===== config.mk =====
export PLATFORM = sky130hd
export DESIGN_NAME = lct_top
export DESIGN_NICKNAME = d
export VERILOG_FILES = /design/src/core/lct_freq_calc.v /design/src/core/lct_top.v
export VERILOG_INCLUDE_DIRS = /design/src /design/src/core
export SDC_FILE = /design/constraint.sdc
export NUM_CORES = 1
export LEC_CHECK = 0
export ABC_AREA = 1
export BUFFER_PORTS_ARGS = -buffer_cell sky130_fd_sc_hd__buf_2
export CAP_MARGIN = 5
export CORE_UTILIZATION = 63
export CTS_BUF_LIST = sky130_fd_sc_hd__clkbuf_16
export CTS_CLUSTER_SIZE = 25
export DETAILED_ROUTE_END_ITERATION = 8
export PLACE_DENSITY = 0.83
export SLEW_MARGIN = 15
export SYNTH_ARGS = -nofsm -noshare
export SYNTH_HDL_FRONTEND = slang
export SYNTH_HIERARCHICAL = 1
export SYNTH_SLANG_ARGS = --single-unit

===== constraint.sdc =====
create_clock -name hclk -period 10 [get_ports hclk]
set_clock_uncertainty 0.2 [all_clocks]
set_input_delay 2 -clock hclk [delete_from_list [all_inputs] [get_ports hclk]]
set_output_delay 2 -clock hclk [all_outputs]
set_load 0.03 [all_outputs]

===== src/core/lct_regs.vh =====
/*
 * register map, field masks, reset values and error codes of the
 * channel tuning control block.
 * assumes: included by every file of the block by its bare name.
 */
`ifndef LCT_REGS_VH
`define LCT_REGS_VH

// ==========================================================
// register indices (byte address = 4 * index)
// ==========================================================
`define LCT_IDX_OPSTAT 6'h00
`define LCT_IDX_FSTAT 6'h20
`define LCT_IDX_FTRIG 6'h29
`define LCT_IDX_CHAN 6'h30
`define LCT_IDX_RESET_ENABLE_REG 6'h32
`define LCT_IDX_MCFG 6'h33
`define LCT_IDX_GRID 6'h34
`define LCT_IDX_FCF1 6'h35
`define LCT_IDX_FCF2 6'h36
`define LCT_IDX_DEFCH 6'h3E

// ==========================================================
// field masks
// ==========================================================
`define LCT_MCFG_SDF 16'h0002
`define LCT_RESET_ENABLE_REG_SW_OUTPUT_ENABLE 16'h0008
`define LCT_RESET_ENABLE_REG_RESTORE 16'h0001
`define LCT_FSTAT_DIS 16'h1000
`define LCT_OPSTAT_PEND 16'h0100
`define LCT_DEFCH_SAVE 16'h0001

// ==========================================================
// reset values and limits
// ==========================================================
`define LCT_RST_CHAN 16'h0001
`define LCT_RST_FTRIG 16'h000F
`define LCT_RST_GRID 16'h0032
`define LCT_RST_FCF1 16'h00C4
`define LCT_RST_FCF2 16'h0000
`define LCT_CHAN_MAX 16'h00C8

// ==========================================================
// error field codes
// ==========================================================
`define LCT_ERR_OK 4'h0
`define LCT_ERR_RVE 4'h4
`define LCT_ERR_EXF 4'h8

// ==========================================================
// frequency scaling: first channel THz part in 0.1 GHz units
// ==========================================================
`define LCT_THZ_TENTHS 32'h0000_2710

`endif


===== src/core/lct_freq_calc.v =====
/*
 * target frequency of a channel, in units of 0.1 GHz.
 * assumes: inputs hold steady while a tune is requested; the result
 * is registered and lags the inputs by one clock.
 */
`timescale 1ns/10ps
`include "lct_regs.vh"

module lct_freq_calc (
    // clock and reset
    input wire hclk,
    input wire hresetn,
    // channel map
    input wire [15:0] chan,
    input wire [15:0] grid,
    input wire [15:0] fcf_thz,
    input wire [15:0] fcf_ghz10,
    // result
    output reg [31:0] freq_q
);

    // ==========================================================
    // arithmetic
    // ==========================================================
    // grid is tenths of GHz, so keeping tenths avoids a divider
    wire signed [16:0] step_cnt = $signed({1'b0, chan}) - 17'sh0_0001;
    // signed grid sets the direction of increasing channel
    wire signed [33:0] offs = step_cnt * $signed(grid);
    wire [31:0] base = fcf_thz * `LCT_THZ_TENTHS + {16'h0000, fcf_ghz10};
    wire [31:0] freq_d = base + offs[31:0];

    // result register
    always @(posedge hclk or negedge hresetn) begin
        if (!hresetn) begin
            freq_q <= 32'h0000_0000;
        end else begin
            freq_q <= freq_d;
        end
    end

endmodule


===== src/core/lct_top.v =====
/*
 * channel select register bank with tuning sequencer and optical
 * output gating, reached as an ahb-lite slave.
 * assumes: one ahb-lite master, word transfers only; the tuning
 * hardware answers each tune_start with tune_done or tune_fail.
 */
`timescale 1ns/10ps
`include "lct_regs.vh"

module lct_top (
    // ahb-lite slave
    input wire hclk,
    input wire hresetn,
    input wire hsel,
    input wire [31:0] haddr,
    input wire [1:0] htrans,
    input wire hwrite,
    input wire [2:0] hsize,
    input wire [31:0] hwdata,
    input wire hready,
    output reg [31:0] hrdata,
    output reg hreadyout,
    output reg hresp,
    // device pins
    input wire hw_output_disable_pin,
    input wire [15:0] fatal_events,
    // tuning hardware
    input wire tune_done,
    input wire tune_fail,
    output reg tune_start,
    output reg [15:0] tune_chan,
    output wire [31:0] tune_freq,
    output reg optical_out_en
);

    // ==========================================================
    // states
    // ==========================================================
    localparam ST_IDLE = 1'b0;
    localparam ST_TUNE = 1'b1;

    // ==========================================================
    // storage
    // ==========================================================
    reg [15:0] chan_q; // stored channel
    reg [15:0] def_chan_q; // saved default channel
    reg [15:0] fstat_q; // fatal status, sticky
    reg [15:0] ftrig_q; // fatal trigger mask
    reg [15:0] reset_enable_reg_q; // reset/enable, enable bit kept
    reg [15:0] mcfg_q; // module configuration
    reg [15:0] grid_q; // grid spacing, tenths of GHz
    reg [15:0] fcf1_q; // first channel, THz
    reg [15:0] fcf2_q; // first channel, tenths of GHz
    reg [3:0] err_q; // error field
    reg exf_q; // last tune failed
    reg state_q;
    reg [5:0] idx_q; // latched register index
    reg wr_q; // data phase is a write
    reg act_q; // data phase in progress

    // ==========================================================
    // field decode helpers
    // ==========================================================
    // a channel is valid only inside 1..max
    function chan_ok;
        input [15:0] c;
        begin
            chan_ok = (c != 16'h0000) && (c <= `LCT_CHAN_MAX);
        end
    endfunction

    function [15:0] opstat;
        input pend;
        input [3:0] err;
        begin
            opstat = (pend ? `LCT_OPSTAT_PEND : 16'h0000) | {12'h000, err};
        end
    endfunction

    // ==========================================================
    // bus decode
    // ==========================================================
    wire take = hsel && htrans[1] && hready;
    wire do_wr = act_q && wr_q;
    wire [15:0] wd = hwdata[15:0];
    wire wr_chan = do_wr && (idx_q == `LCT_IDX_CHAN);
    wire wr_reset_enable_reg = do_wr && (idx_q == `LCT_IDX_RESET_ENABLE_REG);
    wire wr_fstat = do_wr && (idx_q == `LCT_IDX_FSTAT);
    wire wr_defch = do_wr && (idx_q == `LCT_IDX_DEFCH);
    wire rd_opstat = act_q && !wr_q && (idx_q == `LCT_IDX_OPSTAT);

    // ==========================================================
    // enables and gating terms
    // ==========================================================
    wire sw_output_enable = |(reset_enable_reg_q & `LCT_RESET_ENABLE_REG_SW_OUTPUT_ENABLE);
    wire fatal_shutdown_enable = |(mcfg_q & `LCT_MCFG_SDF);
    wire sw_output_enable_set = wr_reset_enable_reg && |(wd & `LCT_RESET_ENABLE_REG_SW_OUTPUT_ENABLE);
    wire restore = wr_reset_enable_reg && |(wd & `LCT_RESET_ENABLE_REG_RESTORE);
    wire pin_en = hw_output_disable_pin; // high means hardware enabled
    wire chan_good = chan_ok(wd);
    // channel write is honoured only when valid
    wire chan_take = wr_chan && chan_good;
    // rising enable tunes; pin change alone does not
    wire go_sw_output_enable = sw_output_enable_set && !sw_output_enable && pin_en;
    wire go_chan = chan_take && (sw_output_enable || sw_output_enable_set) && pin_en;
    wire go = go_chan || go_sw_output_enable || (restore && sw_output_enable && pin_en);
    wire [15:0] go_ch = chan_take ? wd : (restore ? def_chan_q : chan_q);
    wire fatal = |(fstat_q & ftrig_q) && fatal_shutdown_enable;
    // output-disable equation
    // the live pin term darkens the output one cycle before the latched term would
    wire off_d = fatal || !sw_output_enable || !pin_en || |(fstat_q & `LCT_FSTAT_DIS);

    // ==========================================================
    // ahb-lite handshake: one wait state so read data is registered
    // ==========================================================
    always @(posedge hclk or negedge hresetn) begin
        if (!hresetn) begin
            hreadyout <= 1'b1;
            hresp <= 1'b0;
            act_q <= 1'b0;
            wr_q <= 1'b0;
            idx_q <= 6'h00;
        end else begin
            hresp <= 1'b0; // always okay
            act_q <= take;
            hreadyout <= !take; // low for exactly one cycle
            if (take) begin
                idx_q <= haddr[7:2];
                wr_q <= hwrite;
            end
        end
    end

    // read mux; unmapped reads return zero
    always @(posedge hclk or negedge hresetn) begin
        if (!hresetn) begin
            hrdata <= 32'h0000_0000;
        end else if (act_q && !wr_q) begin
            case (idx_q)
                `LCT_IDX_OPSTAT: hrdata <= {16'h0000, opstat(state_q, err_q)};
                `LCT_IDX_FSTAT: hrdata <= {16'h0000, fstat_q};
                `LCT_IDX_FTRIG: hrdata <= {16'h0000, ftrig_q};
                `LCT_IDX_CHAN: hrdata <= {16'h0000, chan_q};
                `LCT_IDX_RESET_ENABLE_REG: hrdata <= {16'h0000, reset_enable_reg_q};
                `LCT_IDX_MCFG: hrdata <= {16'h0000, mcfg_q};
                `LCT_IDX_GRID: hrdata <= {16'h0000, grid_q};
                `LCT_IDX_FCF1: hrdata <= {16'h0000, fcf1_q};
                `LCT_IDX_FCF2: hrdata <= {16'h0000, fcf2_q};
                `LCT_IDX_DEFCH: hrdata <= {16'h0000, def_chan_q};
                default: hrdata <= 32'h0000_0000;
            endcase
        end
    end

    // ==========================================================
    // configuration registers
    // ==========================================================
    always @(posedge hclk or negedge hresetn) begin
        if (!hresetn) begin
            ftrig_q <= `LCT_RST_FTRIG;
            reset_enable_reg_q <= 16'h0000;
            mcfg_q <= 16'h0000;
            grid_q <= `LCT_RST_GRID;
            fcf1_q <= `LCT_RST_FCF1;
            fcf2_q <= `LCT_RST_FCF2;
        end else if (do_wr) begin
            case (idx_q)
                `LCT_IDX_FTRIG: ftrig_q <= wd;
                // only the enable bit is held; restore is a strobe
                `LCT_IDX_RESET_ENABLE_REG: reset_enable_reg_q <= wd & `LCT_RESET_ENABLE_REG_SW_OUTPUT_ENABLE;
                `LCT_IDX_MCFG: mcfg_q <= wd;
                `LCT_IDX_GRID: grid_q <= wd;
                `LCT_IDX_FCF1: fcf1_q <= wd;
                `LCT_IDX_FCF2: fcf2_q <= wd;
                default: mcfg_q <= mcfg_q;
            endcase
        end
    end

    // ==========================================================
    // channel and saved default
    // ==========================================================
    always @(posedge hclk or negedge hresetn) begin
        if (!hresetn) begin
            chan_q <= `LCT_RST_CHAN;
            def_chan_q <= `LCT_RST_CHAN;
        end else begin
            if (chan_take) begin
                chan_q <= wd; // all 16 bits stored
            end else if (restore) begin
                chan_q <= def_chan_q;
            end
            // save writes the live channel as new default
            if (wr_defch && |(wd & `LCT_DEFCH_SAVE)) begin
                def_chan_q <= chan_q;
            end
        end
    end

    // ==========================================================
    // fatal status: events latch, write one clears, set wins
    // ==========================================================
    always @(posedge hclk or negedge hresetn) begin
        if (!hresetn) begin
            fstat_q <= 16'h0000;
        end else begin
            fstat_q <= (fstat_q & ~(wr_fstat ? wd : 16'h0000)
                       & ~(sw_output_enable_set ? `LCT_FSTAT_DIS : 16'h0000))
                       | (fatal_events & ~`LCT_FSTAT_DIS)
                       | (pin_en ? 16'h0000 : `LCT_FSTAT_DIS);
        end
    end

    // ==========================================================
    // tuning sequencer
    // ==========================================================
    always @(posedge hclk or negedge hresetn) begin
        if (!hresetn) begin
            state_q <= ST_IDLE;
            tune_start <= 1'b0;
            tune_chan <= `LCT_RST_CHAN;
            exf_q <= 1'b0;
        end else begin
            tune_start <= 1'b0;
            case (state_q)
                ST_IDLE: begin
                    if (go) begin
                        state_q <= ST_TUNE; // pending begins
                        tune_start <= 1'b1;
                        tune_chan <= go_ch;
                    end
                end
                ST_TUNE: begin
                    if (go) begin
                        // a new target supersedes the one in flight
                        tune_start <= 1'b1;
                        tune_chan <= go_ch;
                    end else if (tune_fail) begin
                        state_q <= ST_IDLE; // pending ends
                        exf_q <= 1'b1;
                    end else if (tune_done) begin
                        state_q <= ST_IDLE;
                        exf_q <= 1'b0;
                    end
                end
                default: state_q <= ST_IDLE;
            endcase
        end
    end

    // ==========================================================
    // error field: read of op status clears, new error wins
    // ==========================================================
    always @(posedge hclk or negedge hresetn) begin
        if (!hresetn) begin
            err_q <= `LCT_ERR_OK;
        end else if (wr_chan && !chan_good) begin
            err_q <= `LCT_ERR_RVE;
        end else if (state_q == ST_TUNE && !go && tune_fail) begin
            err_q <= `LCT_ERR_EXF;
        end else if (rd_opstat) begin
            err_q <= `LCT_ERR_OK;
        end
    end

    // ==========================================================
    // optical output gate
    // ==========================================================
    // the output stays dark while a tune is in flight or has failed
    always @(posedge hclk or negedge hresetn) begin
        if (!hresetn) begin
            optical_out_en <= 1'b0;
        end else begin
            optical_out_en <= !off_d && !exf_q && (state_q == ST_IDLE);
        end
    end

    // ==========================================================
    // target frequency
    // ==========================================================
    lct_freq_calc u_freq (
        .hclk(hclk),
        .hresetn(hresetn),
        .chan(tune_chan),
        .grid(grid_q),
        .fcf_thz(fcf1_q),
        .fcf_ghz10(fcf2_q),
        .freq_q(tune_freq)
    );

endmodule


Word-level counts from Yosys, hierarchy flattened
Index checks and enable logic that the tools add are counted.
- register bits after elaboration: 226
- word-level logic and storage cells: 116
- add/sub/neg operators: 3
- $mul: 2
- order comparisons: 1
- eq/ne operators: 9
- muxes and demuxes: 18
- bitwise operators: 10
- reduce and logical (&&, ||, !) cells: 52
- operators with widths (kind ; number):
    $pmux 16 s10 ; 1
    $mux 16 ; 4
    $eq 6x6->1 const B ; 9
    $and 16x16->16 ; 3
    $add 32x32->32 ; 1
    $mul 17x16->32 ; 1
    $add 30x16->31 ; 1
    $logic_and 1x1->1 ; 26
    $mul 16x10->26 const B ; 1
    $mux 13 ; 2
    $sub 16x1->17 const B ; 1
    $le 16x8->1 const B ; 1
    $not 13->16 ; 1
    $not 16->16 ; 1
    $or 16x13->16 ; 1
    $or 16x16->16 ; 1
    $reduce_bool 16->1 ; 1
    $reduce_or 16->1 ; 1
    $mux 4 ; 3
    $reduce_and 2->1 ; 6
    $mux 9 ; 1
    $or 9x4->9 ; 1
    $logic_not 1->1 ; 8
    $logic_not 6->1 ; 1
    other kinds (7) ; 18

Depth between registers and ports, before layout
- depth in word-level cells: 13
- mapped depth: 39

Hierarchy
Netlist, hierarchy kept.
- by module, submodules not included (module ; instances ; cells each ; area an instance (sq um) ; sequential area each (sq um)):
    lct_freq_calc ; 1 ; 1887 ; 15726.3 ; 800.8
    lct_top ; 1 ; 962 ; 7978.9 ; 4421.7

Worst setup path before layout
No wires, ideal clock.
- path kind: reg-to-reg
- from: reg fcf1_q[6]
- to: reg u_freq.freq_q[28]
- library setup time: 0.117 ns
- arrival time: 7.679 ns
- data required time: 9.683 ns
- path slack: 2.004 ns
- stages on the path, launching flop included: 36
- period minus slack after synthesis: 7.996 ns
- cells stage by stage: dfstp_2 > inv_1 > fa_1 > inv_1 > ha_1 > inv_1 > fa_1 > inv_1 > ha_1 > inv_1 > fa_1 > inv_1 > ha_1 > nand2_1 > o21ai_1 > nor2_1 > o21ai_1 > a21oi_1 > xnor2_1 > ha_1 > inv_1 > fa_1 > inv_1 > ha_1 > fa_1 > inv_1 > fa_1 > inv_1 > fa_1 > ha_1 > a21oi_1 > o21ai_0 > a221oi_1 > nand3_1 > nand2_1 > nand2_1
- word-level cells in the longest chain between the ends: 3
- RTL lines (what ; RTL line ; text):
    start: declaration ; lct_top.v:52 ; reg [15:0] fcf1_q;
    start signal: assignment ; lct_top.v:164 ; fcf1_q <= `LCT_RST_FCF1;
    start signal: assignment ; lct_top.v:173 ; `LCT_IDX_FCF1: fcf1_q <= wd;
    $mul 16x10->26 (no source line) ; n/a ;
    $add 30x16->31 ; lct_freq_calc.v:29 ; wire [31:0] base = fcf_thz * `LCT_THZ_TENTHS + {16'h0000, fcf_ghz10};
    $add 32x32->32 ; lct_freq_calc.v:30 ; wire [31:0] freq_d = base + offs[31:0];
    net u_freq.freq_d[28] ; lct_freq_calc.v:30 ;
    end signal: assignment ; lct_freq_calc.v:37 ; freq_q <= freq_d;
    end: declaration ; lct_freq_calc.v:19 ; output reg [31:0] freq_q
The timed path passes the listed nets, and every way through them passes these cells.
A chain may end at the register's enable or synchronous reset.

Final worst setup path
- from: reg fcf1_q[6]
- to: reg u_freq.freq_q[31]
Same word-level chain as after synthesis.

==> metrics <==
post_cts resized=0; Max Slew Vio Count=0; Yosys Warn Count=6; synth unique cells=51; Ant. Diodes=0; drt total wl=66260 um; RSZ-0062 raised after global routing=no; largest family of logic cells by synthesized area=adder cells; CTS root buf=clkbuf_16; vias in the first global route=20137; Worst path max stage delay=0.60 ns; setup TNS=0 ns; ratio of cells with drive above 1 in the final layout=7.663%; kind of critical path=reg -> reg; Syn-to-layout area delta=6.281%; final count of negative-setup-slack endpoints=0; Post-Synth Simple-Gate Area=17.86%; Final Hold Fails=0; Die W=196.0 um; PortBufs=112; drt drc=0; Total GRT Usage=35.96%; most frequent cells after synthesis=nand2_1 (710), inv_1 (602), fa_1 (347), dfrtp_1 (194), ha_1 (184); Slowest-stage cell, CP=dfstp_2; GRT overflow=0; worst hold path type=reg -> reg; H-tree levels=1; highest clock rate=108.1 MHz; GP Congestion=1.050; most frequent cell after synthesis=nand2_1; Worst Path Required=10.24 ns; final worst slack=0.7495 ns; post-synthesis compound-gate area fraction=7.426%; DP Worst Slack=0.7491 ns; DR pass1 iterations=9; CP most frequent cell=inv_1; Post-Synth Adder-Cell Area=39.02%; Hold Crit Start=exf_q; Routed WL per cell=19.46 um; Final Core Density=68.49%; Post-synth ARST share=100.0%; worst slew pin tran=1.108 ns; status=complete, no violations; crit path DAT=9.49 ns; TritonCTS clock tree=yes; total CTS buffers=24; Vias per Instance=5.685; syn avg cell area=8.321 um2; worst skew pair latency=0.55 ns; number of fill cells in the layout=2966; IO Count=177; cts hold-fix bufs=0; first-pass GRT wire length=106000 um; Rel. slew slack=25.94%; Post-CTS Setup Bufs=0; Synth Area in XOR/XNOR=1.589%; Site Rows=70; Worst R2R Start=fcf1_q[6]; initial cell density of the core=64.44%; nets=3543; synthesized cell area=23710 um2; predominant post-synthesis flop cell=dfrtp_1; Final Critical Period=9.251 ns; Post-synth EDFFs=0; share of the synthesized area in the top cell type=29.30%; die area=38410 um2; DR vias=19353; number of DRC markers in iteration 0=1562; Core ar.=36790 um2; CTS Buffer Depth=3; critical path launch point=fcf1_q[6]; hpwl dp=54110 um; Post-Synthesis Cells=2849; Area contributors post-synth=fa_1 (29%), dfrtp_1 (20%), nand2_1 (11%); pin count of the biggest net entering global routing=109; Worst setup SP type=flop; Die Y=196.0 um; Worst Setup End Kind=flop; Seq/Total Area, Yosys=22.03%; crit-path max FO=5; CTS clk-pin slew, worst paths=0.06 ns; post-synthesis mux area share=0%; Tcrit/Tclk final=92.51%; synthesized flop and latch total=208; max cap viols=0; clock sinks=208; Synth area leader=fa_1; DRT antenna net count=0; initial antenna violation count=0
[area by class of cell]
type	instances	area [um2]	share of cell area (%)
flip-flops and latches	208	5223	20.73
clock inverters	19	152.6	0.6059
inverters	623	2344	9.302
clock buffers	24	600.6	2.384
well taps	468	585.6	2.324
repair buffers	117	606.8	2.409
multi-input cells	1945	15680	62.25
[registers in the layout, summed over array words and instances, names as in the netlist, 16 cells and up]
register and count:
chan_q 16, def_chan_q 16, fcf1_q 16, mcfg_q 16
hrdata 16, fcf2_q 16, fstat_q 16, u_freq/freq_q 32
ftrig_q 16, grid_q 16, tune_chan 16
[per-layer routing]
layer,up-vias,share of wire [%],global-route usage (%)
li1,8706,-,-
met1,9384,37,43.83
met2,1013,47,59.80
met3,250,8.3,5.897
met4,0,7.2,22.95
met5,-,0,0
[kinds of logic (layout without fill, tap and decap cells)]
logic type / count (synthesis) / in the layout
simple gates: 1033 / 1033
fa+ha+maj: 531 / 531
other cells: 1 / 17
compound gates: 321 / 321
buf+inv: 712 / 783
xor+xnor: 43 / 43
flops: 208 / 208
[worst max-delay path: cells and delay by family (launching register included)]
family / cells / cell delay, ns
buffers and inverters: 9 / 0.53
adder cells (fa/ha/maj): 13 / 5.35
AND/OR/NAND/NOR: 12 / 1.93
XOR/XNOR: 1 / 0.52
flip-flops: 1 / 0.60
[final timing paths]
path                                     end  slack, ns  cells after the start
setup / recovery           u_freq/freq_q[31]       0.75                     35
hold / removal                         exf_q       0.28                      2
setup reg to reg           u_freq/freq_q[31]       0.75                     35
hold reg to reg                        exf_q       0.28                      2
max in group asynchronous          grid_q[9]       6.27                      3
min in group asynchronous  u_freq/freq_q[20]       1.35                      1
[cell usage in the layout (no fill, tap or decap), types with 7 or more instances in the layout]
master     synthesis  layout
a21o_1            11      11
a21oi_1           80      80
buf_2             14     111
clkbuf_16          0      24
clkinv_1           6      14
conb_1             1      17
dfrtp_1          194     194
dfstp_2           14      14
fa_1             347     347
ha_1             184     184
inv_1            602     603
inv_2             14      14
nand2_1          710     710
nand2_2           14      14
nand3_1           69      69
nand4_1           19      19
nor2_1           168     168
nor2_2             7       7
nor3_1            12      12
nor4_1             8       8
o21a_1            10      10
o21ai_0          158     158
o21ai_1           24      24
o21bai_1           8       8
or2_2              7       7
xnor2_1           12      12
xor2_1            31      31
[through the flow]
step	instances	area, um2	hold slack, ns
after floorplan	2865	23770	0.2368
after global placement	3361	24440	0.2541
after detailed placement	3361	24440	0.2596
after CTS	3404	25190	0.2799
after global routing	3404	25190	0.2936
final	3404	25190	0.2807
Power is not shown: default switching activity piles up to over one toggle a cycle in this logic, so the estimate is an artifact.
